## src/pkg/eeprom_fe_defs.vh

```
// Constants for the two-wire serial slave front end.
// Assumes inclusion by bare name from the design files.
`ifndef EEPROM_FE_DEFS_VH
`define EEPROM_FE_DEFS_VH

// Byte framing
`define BYTE_BITS 4'h8
`define BIT_CNT_W 4
// Slave address field positions
`define SA_TYPE_HI 7
`define SA_TYPE_LO 4
`define SA_SEL_HI 3
`define SA_SEL_LO 1
`define SA_RW_BIT 0
// Array address: low nibble of upper byte plus lower byte
`define ADDR_W 12
`define ADDR_HI_W 4
`define ADDR_TOP_BIT 11
// Write data FIFO shape
`define FIFO_W 8
`define FIFO_D 4
// Controller states
`define ST_IDLE 3'h0
`define ST_DEVADDR 3'h1
`define ST_ADDR_HI 3'h2
`define ST_ADDR_LO 3'h3
`define ST_WDATA 3'h4
`define ST_RDATA 3'h5
`define ST_RACK 3'h6
`define ST_IGNORE 3'h7

`endif

```

## src/hw/byte_fifo.v

```verilog
// Small synchronous FIFO for received write data.
// Assumes one clock and a synchronous active-high reset.
`timescale 1ns/10ps
module byte_fifo #(
  parameter W = 8,
  parameter D = 4,
  parameter AW = 2
) (
  input wire mclk,
  input wire sys_rst,
  input wire [W-1:0] in_data,
  input wire in_valid,
  output wire in_ready,
  output wire [W-1:0] out_data,
  output wire out_valid,
  input wire out_ready
);
  reg [W-1:0] mem [0:D-1];
  reg [AW-1:0] wr_ptr_r;
  reg [AW-1:0] rd_ptr_r;
  localparam [AW:0] FULL = D;
  reg [AW:0] count_r;
  wire push;
  wire pop;

  assign in_ready = (count_r != FULL);
  assign out_valid = (count_r != {(AW+1){1'b0}});
  assign out_data = mem[rd_ptr_r];
  assign push = in_valid & in_ready;
  assign pop = out_valid & out_ready;

  always @(posedge mclk)
  begin
    if (push)
    begin
      mem[wr_ptr_r] <= in_data;
    end
  end

  always @(posedge mclk)
  begin
    if (sys_rst)
    begin
      wr_ptr_r <= {AW{1'b0}};
      rd_ptr_r <= {AW{1'b0}};
      count_r <= {(AW+1){1'b0}};
    end
    else
    begin
      if (push)
      begin
        wr_ptr_r <= wr_ptr_r + 1'b1;
      end
      if (pop)
      begin
        rd_ptr_r <= rd_ptr_r + 1'b1;
      end
      if (push & ~pop)
      begin
        count_r <= count_r + 1'b1;
      end
      else if (pop & ~push)
      begin
        count_r <= count_r - 1'b1;
      end
    end
  end
endmodule

```

## src/hw/eeprom_serial_slave_front_end.v

```verilog
// Two-wire serial slave front end: start/stop, slave address, array address, ack.
// Assumes bus pins arrive asynchronously; program cycle and read data live outside.
//
// Operation
// - Address byte: type, select, direction bit
// - Type field must match own code
// - Select field must match chip-select pins
// - Select bits map highest pin first
// - Direction bit one reads, zero writes
// - Receiver acks by pulling low ninth clock
// - Transmitter releases line, awaits acknowledge
// - Upper address byte, then lower byte
// - Use low nibble of upper byte only
// - Data line only pulled low or released
// - Serial clock is only timing, never driven
// - Data changes only while clock low
// - Start: data falls, clock high
// - Stop: data rises, clock high, standby
// - Write-protect pin guards upper half
// - Protected write: ack addresses, refuse data
// - Write-protect defaults unprotected when open
// - Receiver ack continues, no ack ends
// - Busy programming: ignore address, no ack
// - Refused data: no program cycle at stop
`timescale 1ns/10ps
`include "eeprom_fe_defs.vh"
module eeprom_serial_slave_front_end #(
  // Device type code; value is arbitrary
  parameter [3:0] DEV_TYPE = 4'h6
) (
  input wire mclk,
  input wire sys_rst,
  input wire scl_i,
  input wire sda_i,
  output reg sda_o_r,
  output reg sda_oe_r,
  input wire chip_select_pin_high,
  input wire chip_select_pin_mid,
  input wire chip_select_pin_low,
  input wire write_protect,
  input wire prog_busy,
  output reg prog_start_r,
  output reg [11:0] mem_addr_r,
  output reg addr_load_r,
  output reg read_dir_r,
  output reg rd_req_r,
  input wire [7:0] rd_byte,
  output wire [7:0] wr_data,
  output wire wr_valid,
  input wire wr_ready,
  output reg selected_r,
  output reg wr_refused_r
);
  // Pin synchronisers: stage one feeds stage two only
  reg [5:0] sync1_r;
  reg [5:0] sync2_r;
  reg scl_d_r;
  reg sda_d_r;
  wire scl_s;
  wire sda_s;
  wire wp_s;
  wire [2:0] cs_s;
  wire scl_rise;
  wire scl_fall;
  wire start_cond;
  wire stop_cond;

  reg [2:0] state_r;
  reg [3:0] bitcnt_r;
  reg ack_phase_r;
  reg [7:0] rx_sh_r;
  reg [7:0] tx_sh_r;
  reg [3:0] addr_hi_r;
  reg data_seen_r;
  reg [7:0] push_data_r;
  reg push_r;
  wire fifo_in_ready;
  wire dev_match;
  wire protected_loc;

  always @(posedge mclk)
  begin
    if (sys_rst)
    begin
      sync1_r <= 6'h3F;
      sync2_r <= 6'h3F;
      scl_d_r <= 1'b1;
      sda_d_r <= 1'b1;
    end
    else
    begin
      sync1_r <= {scl_i, sda_i, write_protect, chip_select_pin_high,
                  chip_select_pin_mid, chip_select_pin_low};
      sync2_r <= sync1_r;
      scl_d_r <= sync2_r[5];
      sda_d_r <= sync2_r[4];
    end
  end

  assign scl_s = sync2_r[5];
  assign sda_s = sync2_r[4];
  // Open pin sits low outside, so a floating input reads unprotected
  assign wp_s = sync2_r[3];
  assign cs_s = sync2_r[2:0];
  // Edges of the master's clock are the only timing for bits
  assign scl_rise = scl_s & ~scl_d_r;
  assign scl_fall = ~scl_s & scl_d_r;
  assign start_cond = scl_s & scl_d_r & sda_d_r & ~sda_s;
  assign stop_cond = scl_s & scl_d_r & ~sda_d_r & sda_s;

  // Type and select comparison, held off while programming
  assign dev_match = (rx_sh_r[`SA_TYPE_HI:`SA_TYPE_LO] == DEV_TYPE)
    && (rx_sh_r[`SA_SEL_HI:`SA_SEL_LO] == cs_s)
    && ~prog_busy;
  assign protected_loc = wp_s & mem_addr_r[`ADDR_TOP_BIT];

  byte_fifo #(
    .W(`FIFO_W),
    .D(`FIFO_D),
    .AW(2)
  ) u_wr_fifo (
    .mclk(mclk),
    .sys_rst(sys_rst),
    .in_data(push_data_r),
    .in_valid(push_r),
    .in_ready(fifo_in_ready),
    .out_data(wr_data),
    .out_valid(wr_valid),
    .out_ready(wr_ready)
  );

  always @(posedge mclk)
  begin
    if (sys_rst)
    begin
      state_r <= `ST_IDLE;
      bitcnt_r <= 4'h0;
      ack_phase_r <= 1'b0;
      rx_sh_r <= 8'h00;
      tx_sh_r <= 8'h00;
      addr_hi_r <= 4'h0;
      data_seen_r <= 1'b0;
      push_data_r <= 8'h00;
      push_r <= 1'b0;
      sda_o_r <= 1'b0;
      sda_oe_r <= 1'b0;
      prog_start_r <= 1'b0;
      mem_addr_r <= 12'h000;
      addr_load_r <= 1'b0;
      read_dir_r <= 1'b0;
      rd_req_r <= 1'b0;
      selected_r <= 1'b0;
      wr_refused_r <= 1'b0;
    end
    else
    begin
      // Line is only ever pulled low, never driven high
      sda_o_r <= 1'b0;
      push_r <= 1'b0;
      prog_start_r <= 1'b0;
      addr_load_r <= 1'b0;
      rd_req_r <= 1'b0;
      if (start_cond)
      begin
        state_r <= `ST_DEVADDR;
        bitcnt_r <= 4'h0;
        ack_phase_r <= 1'b0;
        sda_oe_r <= 1'b0;
        data_seen_r <= 1'b0;
        wr_refused_r <= 1'b0;
        selected_r <= 1'b0;
      end
      else if (stop_cond)
      begin
        // Program only after accepted, unrefused write data
        if (data_seen_r & ~wr_refused_r & ~read_dir_r)
        begin
          prog_start_r <= 1'b1;
        end
        state_r <= `ST_IDLE;
        sda_oe_r <= 1'b0;
        ack_phase_r <= 1'b0;
        selected_r <= 1'b0;
        data_seen_r <= 1'b0;
      end
      else
      begin
        case (state_r)
          `ST_DEVADDR, `ST_ADDR_HI, `ST_ADDR_LO, `ST_WDATA:
          begin
            // Sample on rising clock; data is stable while clock high
            if (scl_rise && !ack_phase_r && bitcnt_r != `BYTE_BITS)
            begin
              rx_sh_r <= {rx_sh_r[6:0], sda_s};
              bitcnt_r <= bitcnt_r + 4'h1;
            end
            else if (scl_fall && !ack_phase_r && bitcnt_r == `BYTE_BITS)
            begin
              ack_phase_r <= 1'b1;
              case (state_r)
                `ST_DEVADDR:
                begin
                  if (dev_match)
                  begin
                    sda_oe_r <= 1'b1;
                    selected_r <= 1'b1;
                    read_dir_r <= rx_sh_r[`SA_RW_BIT];
                    rd_req_r <= rx_sh_r[`SA_RW_BIT];
                  end
                  else
                  begin
                    state_r <= `ST_IGNORE;
                  end
                end
                `ST_ADDR_HI:
                begin
                  sda_oe_r <= 1'b1;
                  addr_hi_r <= rx_sh_r[`ADDR_HI_W-1:0];
                end
                `ST_ADDR_LO:
                begin
                  sda_oe_r <= 1'b1;
                  mem_addr_r <= {addr_hi_r, rx_sh_r};
                  addr_load_r <= 1'b1;
                end
                default:
                begin
                  // Refuse protected data, or data the FIFO cannot take
                  if (protected_loc | ~fifo_in_ready)
                  begin
                    wr_refused_r <= 1'b1;
                    state_r <= `ST_IGNORE;
                  end
                  else
                  begin
                    sda_oe_r <= 1'b1;
                    push_data_r <= rx_sh_r;
                    push_r <= 1'b1;
                    data_seen_r <= 1'b1;
                  end
                end
              endcase
            end
            else if (scl_fall && ack_phase_r)
            begin
              // End of ninth clock: release line back to transmitter, or after a read address drive bit 7 of rd_byte
              ack_phase_r <= 1'b0;
              bitcnt_r <= 4'h0;
              sda_oe_r <= 1'b0;
              case (state_r)
                `ST_DEVADDR:
                begin
                  if (read_dir_r)
                  begin
                    state_r <= `ST_RDATA;
                    sda_oe_r <= ~rd_byte[7];
                    tx_sh_r <= {rd_byte[6:0], 1'b0};
                    bitcnt_r <= 4'h1;
                  end
                  else
                  begin
                    state_r <= `ST_ADDR_HI;
                  end
                end
                `ST_ADDR_HI:
                begin
                  state_r <= `ST_ADDR_LO;
                end
                default:
                begin
                  state_r <= `ST_WDATA;
                end
              endcase
            end
          end
          `ST_RDATA:
          begin
            if (scl_fall)
            begin
              if (bitcnt_r == 4'h0)
              begin
                sda_oe_r <= ~rd_byte[7];
                tx_sh_r <= {rd_byte[6:0], 1'b0};
                bitcnt_r <= 4'h1;
              end
              else if (bitcnt_r != `BYTE_BITS)
              begin
                sda_oe_r <= ~tx_sh_r[7];
                tx_sh_r <= {tx_sh_r[6:0], 1'b0};
                bitcnt_r <= bitcnt_r + 4'h1;
              end
              else
              begin
                sda_oe_r <= 1'b0;
                state_r <= `ST_RACK;
              end
            end
          end
          `ST_RACK:
          begin
            if (scl_rise)
            begin
              if (!sda_s)
              begin
                rd_req_r <= 1'b1;
                bitcnt_r <= 4'h0;
                state_r <= `ST_RDATA;
              end
              else
              begin
                state_r <= `ST_IGNORE;
              end
            end
          end
          `ST_IGNORE:
          begin
            sda_oe_r <= 1'b0;
          end
          default:
          begin
            sda_oe_r <= 1'b0;
          end
        endcase
      end
    end
  end
endmodule

```

## config.mk

```make
export PLATFORM = sky130hd
export DESIGN_NAME = eeprom_serial_slave_front_end
export DESIGN_NICKNAME = d
export VERILOG_FILES = /design/src/hw/byte_fifo.v /design/src/hw/eeprom_serial_slave_front_end.v
export VERILOG_INCLUDE_DIRS = /design/src /design/src/pkg
export SDC_FILE = /design/constraint.sdc
export NUM_CORES = 1
export LEC_CHECK = 0
export BUFFER_PORTS_ARGS = -buffer_cell sky130_fd_sc_hd__buf_2
export CAP_MARGIN = 20
export CELL_PAD_IN_SITES_DETAIL_PLACEMENT = 1
export CELL_PAD_IN_SITES_GLOBAL_PLACEMENT = 2
export CORE_UTILIZATION = 35
export CTS_CLUSTER_SIZE = 40
export DETAILED_ROUTE_END_ITERATION = 12
export PLACE_DENSITY = 0.83
export SETUP_SLACK_MARGIN = 0.02
export SYNTH_ARGS = -nofsm -noshare
export SYNTH_HDL_FRONTEND = slang
export SYNTH_SLANG_ARGS = --single-unit
```

## constraint.sdc

```tcl
create_clock -name mclk -period 2.32 [get_ports mclk]
set_input_delay 0.464 -clock mclk [delete_from_list [all_inputs] [get_ports mclk]]
set_output_delay 0.464 -clock mclk [all_outputs]
set_load 0.02 [all_outputs]
```

# Yosys cells after proc, flatten, opt, wreduce, memory -nomap -nowiden
# Memories as Yosys holds them, arrays and structs flattened. A register that Yosys moved wholly into a read port is not among the register bits.
# Index checks and enable logic that the tools add are counted.
dict set report totals {
  romBits 0
  regBits 78
  n_memories 1
  ram_bits 32
  in_bits 18
  out_inout_bits 29
  latch_bits 0
}
# memory depth word_bits rd rd_clocked_by_memory_dff wr line_no
set mem_list {}
lappend mem_list {u_wr_fifo.mem 4 8 1 1 1 byte_fifo.v:18} ;# reg [W-1:0] mem [0:D-1];
dict set report op_classes {
  n_eq_ne 39
  bitwise_logic 35
  n_reduce_logical 37
  div 0
  n_shift 0
  n_mux 66
  add_sub_neg 5
  n_mul 0
  order_cmp 0
}
# op count
set ops {}
lappend ops {{8-bit 2-to-1 mux} 8}
lappend ops {{3-bit 2-to-1 mux} 12}
lappend ops {{4-bit != test, second input constant} 9}
lappend ops {{4-bit 2-to-1 mux} 8}
lappend ops {{10-bit AND reduction} 3}
lappend ops {{1-bit 2-to-1 mux} 27}
lappend ops {{6-bit AND reduction} 4}
lappend ops {{2-bit != test, second input constant} 10}
lappend ops {{1-bit inverter} 20}
lappend ops {{3-bit != test, second input constant} 6}
lappend ops {{8-bit case mux with 2 select lines} 1}
lappend ops {{5-bit != test, second input constant} 3}
lappend ops {{1-bit bitwise AND} 14}
lappend ops {{7-bit AND reduction} 2}
lappend ops {{6-bit != test, second input constant} 2}
lappend ops {{3-bit case mux with 2 select lines} 2}
lappend ops {{4-bit case mux with 3 select lines} 1}
lappend ops {{5-bit AND reduction} 2}
lappend ops {{3-bit == test, second input constant} 3}
lappend ops {{3-bit case mux with 3 select lines} 1}
lappend ops {{3-bit OR reduction} 3}
lappend ops {{9-bit OR reduction} 1}
lappend ops {{8-bit AND reduction} 1}
lappend ops {{1-bit logical AND} 7}
lappend ops {{23 further kinds} 32}

# Longest topological paths before layout
dict set report logic_depth {
  word_depth 10
  mapped_depth 9
}

# Modules after synthesis
# From an unflattened synthesis, not the netlist that was laid out.
dict set report hier_totals {
  cells_unflattened 425
  hier_area_um2 4738.3
}
# mod seq_area_each_um2 cells_per_inst instances area_per_inst_um2
set modules_own_cells {}
lappend modules_own_cells {eeprom_serial_slave_front_end 1401.3 335 1 3100.5}
lappend modules_own_cells {byte_fifo 1141.1 90 1 1637.8}

# Worst setup path before layout
# No wires, ideal clock.
dict set report synth_timing {
  path_type {reg2reg}
  from {register u_wr_fifo.count_r[0]}
  to {register u_wr_fifo.count_r[2]}
  t_arrival_ns 2.174
  required_time_ns 2.250
  path_stages_with_launch 9
  path_slack_ns 0.075
  path_buffers 0
  setup_ns 0.070
  path_cell_list {dfxtp_1 or3_1 nand2_1 ha_1 inv_1 fa_1 xor2_1 or3_1 a21oi_1}
}
dict set report synth_via {
  elab_chain_cells 5
  elab_cells_between_ends 13
}
# element line_no
set synth_lines {}
lappend synth_lines {{from (decl)} byte_fifo.v:22} ;# reg [AW:0] count_r;
lappend synth_lines {{from (signal assigned)} byte_fifo.v:46} ;# count_r <= {(AW+1){1'b0}};
lappend synth_lines {{from (signal assigned)} byte_fifo.v:60} ;# count_r <= count_r + 1'b1;
lappend synth_lines {{from (signal assigned)} byte_fifo.v:64} ;# count_r <= count_r - 1'b1;
lappend synth_lines {{3-bit nonzero test (*)} byte_fifo.v:27} ;# assign out_valid = (count_r != {(AW+1){1'b0}});
lappend synth_lines {{via wr_valid} eeprom_serial_slave_front_end.v:49} ;# output wire wr_valid,
lappend synth_lines {{1-bit bitwise AND (*)} byte_fifo.v:30} ;# assign pop = out_valid & out_ready;
lappend synth_lines {{1-bit inverter} byte_fifo.v:58} ;# if (push & ~pop)
lappend synth_lines {{1-bit bitwise AND} byte_fifo.v:58}
lappend synth_lines {{3-bit 2-to-1 mux or 2-bit nonzero test (tied branches)} --}
# The timed path passes the listed nets; every way through them passes the cells marked *. The select of a mux whose other input is x is not followed.
# A chain may end at the register's enable or synchronous reset.

# Final worst setup path
dict set report layout_timing {
  from {register u_wr_fifo.count_r[2]}
  to {register u_wr_fifo.count_r[2]}
}
dict set report layout_via {
  elab_chain_cells 5
  elab_cells_between_ends 13
}
# element
set layout_lines {}
lappend layout_lines {{branches (longest 5 deep; another with 3-bit by 1-bit subtractor with 3-bit output)}}
# Parallel ways; which one is timed is not known. The select of a mux whose other input is x is not followed.

==> results.json <==
{
  "cts_max_level": 3,
  "critPathArrivalTime_ps": 2510,
  "nets": 519,
  "grt_pass1_vias": 3554,
  "postRouteAntennaNets": 0,
  "yosysWarnings": 0,
  "pin_count": 47,
  "synth_edf_count": 32,
  "hp-class": "primary input to flip-flop",
  "vias_per_cell": 5.06,
  "rsz0062_at_grt": "yes",
  "dr.pass1.iters": 4,
  "antenna_cells": 0,
  "cp-start-kind": "flip-flop",
  "grt-ovfl-total": 0,
  "grt_usage_pct": 17.0,
  "tns_ps": 0,
  "min_period_over_period_pct": 96.2,
  "routed_wl_mm": 11.2,
  "synthTopCellsByArea": "dfxtp_1 (34%), edfxtp_1 (20%), mux2i_1 (4.7%), nor2_1 (3.9%), mux4_2 (3.8%)",
  "hp-start": "chip_select_pin_low",
  "dieWidth_um": 118,
  "fmaxAchievable_ghz": 0.448,
  "cp-end-kind": "flip-flop",
  "placed_area_um2": 5160,
  "reg2reg_from": "u_wr_fifo.count_r[2]",
  "cts_tree": "built",
  "cts_buffers": 9,
  "async_flop_share_pct": 0,
  "status": "finished clean",
  "dp_hpwl_mm": 8.13,
  "slew_headroom_pct": 61.5,
  "num_vias": 3390,
  "grt_start_max_net_pins": 60,
  "port_buffers": 45,
  "dr.first_iter.drc_count": 216,
  "p_leak_nw": 2.03,
  "syn-num-nets": 465,
  "clk_path_buf_depth": 2,
  "die_h_um": 118,
  "final_common_cell": "dfxtp_1",
  "cp-startpoint": "u_wr_fifo.count_r[2]",
  "route.detailed.drc": 0,
  "routedWlPerCell_um": 16.7,
  "start_util_pct": 36.6,
  "cp_data_required_time_ps": 2590,
  "synth_ff_type": "dfxtp_1",
  "cts.sinks": 111,
  "avgSynthCellArea_um2": 10.7,
  "synth_top_area_share_pct": 33.7,
  "min_period_ps": 2230,
  "syn_area_um2": 4690,
  "final_cell_area_um2": 5520,
  "maxCapViolCount": 0,
  "crit_fanout": 5,
  "syn_to_final_growth_pct": 17.6,
  "synth_seq_cells": 111,
  "postCtsHoldBufs": 0,
  "power.total_mw": 4.59,
  "yosys.area.top_type": "dfxtp_1",
  "setup_violations": 0,
  "final_layout_size_suffix_gt1_share_pct": 24.9,
  "grt_first_pass_wirelength_mm": 18.5,
  "clkTransAtPathRegs_ps": 80,
  "antenna_found_initial": 0,
  "yosysUniqueCellTypes": 56,
  "syn_inst": 439,
  "ys_seq_area_share_pct": 54.2,
  "cts-root-buf": "clkbuf_16",
  "worst_pin_slew_ps": 578,
  "final_cell_mix": "dfxtp_1 (76), nor2_1 (49), buf_2 (46)",
  "power.density_nw_per_um2": 832,
  "fin_worst_skew_ps": 8.97,
  "core_um2": 12800,
  "clk_latency_ps": 350,
  "final_hold_viol_count": 0,
  "std_cell_rows": 41,
  "globalplace.congestion": 0.829,
  "crit_type": "flip-flop to flip-flop",
  "ir_drop_uv": 325,
  "drv_slew": 0,
  "dieArea_um2": 13900
}
-- stage by stage --
step                hold WS (ps)  util [%]  std cells  setup WS [ps]
floorplan                    389         -        439           75.2
global placement             392      40.3        653            153
detailed placement           396      40.3        653           49.2
CTS                          275      42.7        669           32.2
global route                 279      43.0        670           15.0
finish                       287      43.0        670           88.8
-- worst paths after layout --
check | slack [ps] | endpoint | cells after the start
setup / recovery | 90 | u_wr_fifo.count_r[2] | 8
hold / removal | 290 | sync1_r[0] | 2
setup reg to reg | 90 | u_wr_fifo.count_r[2] | 8
hold reg to reg | 410 | sync2_r[0] | 1
-- power breakdown --
| group | leakage [nW] | switching (mW) | internal (mW) |
|---|---|---|---|
| clock | 0.158 | 0.716 | 0.863 |
| combinational | 0.939 | 0.438 | 0.384 |
| sequential | 0.938 | 0.131 | 2.06 |
-- critical path: stages, from the launching register on --
cell     delay (ps)
dfxtp_2         340
or3_4           400
nand2_2         100
ha_2            190
inv_1            60
fa_1            440
xor2_1          170
or3_1           310
a21oi_1         150
-- metal layers --
metal  vias to the layer above  wire, µm  track usage (%)
li1                       1666         -                -
met1                      1656      5160             21.6
met2                        57      5560             28.8
met3                        11       319             2.62
met4                         0       179             6.97
met5                         -         0                0
-- synthesized netlist by cell type (all sizes together) (3+ instances only) --
cell	n
o211ai	3
nand2b	11
dfxtp	79
or2	15
buf	9
nand3b	5
a211oi	3
nand2	42
nand3	8
mux4	8
inv	8
a21oi	29
a311oi	7
xor2	7
nor2	50
clkbuf	13
o21ai	22
edfxtp	32
nor2b	8
and3	3
and2	5
nor3	6
ha	7
nor4	6
or3	6
mux2i	22
-- cell families (layout without fill, tap and decap cells) --
| group | Yosys count | count (layout) | synth area share [%] |
|---|---|---|---|
| and+or+nand+nor | 175 | 175 | 19.4 |
| DFF | 111 | 111 | 54.2 |
| adders and majority gates | 8 | 8 | 2.29 |
| muxes | 30 | 30 | 8.53 |
| other | 1 | 1 | 0.0799 |
| buffers and inverters | 30 | 89 | 3.15 |
| AOI/OAI and AO/OA | 75 | 75 | 10.7 |
| xor gates and xnor gates | 9 | 9 | 1.68 |
-- sequential cells by signal, summed over array words and instances, names as in the netlist, 2 cells and up, named ones only --
register / flops
u_wr_fifo.mem: 32
mem_addr_r: 12
push_data_r: 8
rx_sh_r: 8
tx_sh_r: 7
sync1_r: 6
sync2_r: 6
addr_hi_r: 4
bitcnt_r: 4
state_r: 3
u_wr_fifo.count_r: 3
u_wr_fifo.rd_ptr_r: 2
u_wr_fifo.wr_ptr_r: 2
-- area by class of cell --
| type | count | area (µm²) |
|---|---|---|
| sequential | 111 | 2550 |
| clock buffer | 12 | 278 |
| inverter | 8 | 30.0 |
| fill | 1457 | 7310 |
| clock inverter | 4 | 32.5 |
| multi-input combinational | 298 | 2040 |
| timing repair buffer | 65 | 373 |
| tap | 172 | 215 |
-- what timing repair did --
action / CTS / global route
cloned: 0 / 1
setup buffers: 0 / 0
setup endpoints to repair: 6 / 6
resized for setup: 2 / 9
Note: power is estimated with default switching activity, not from simulation.
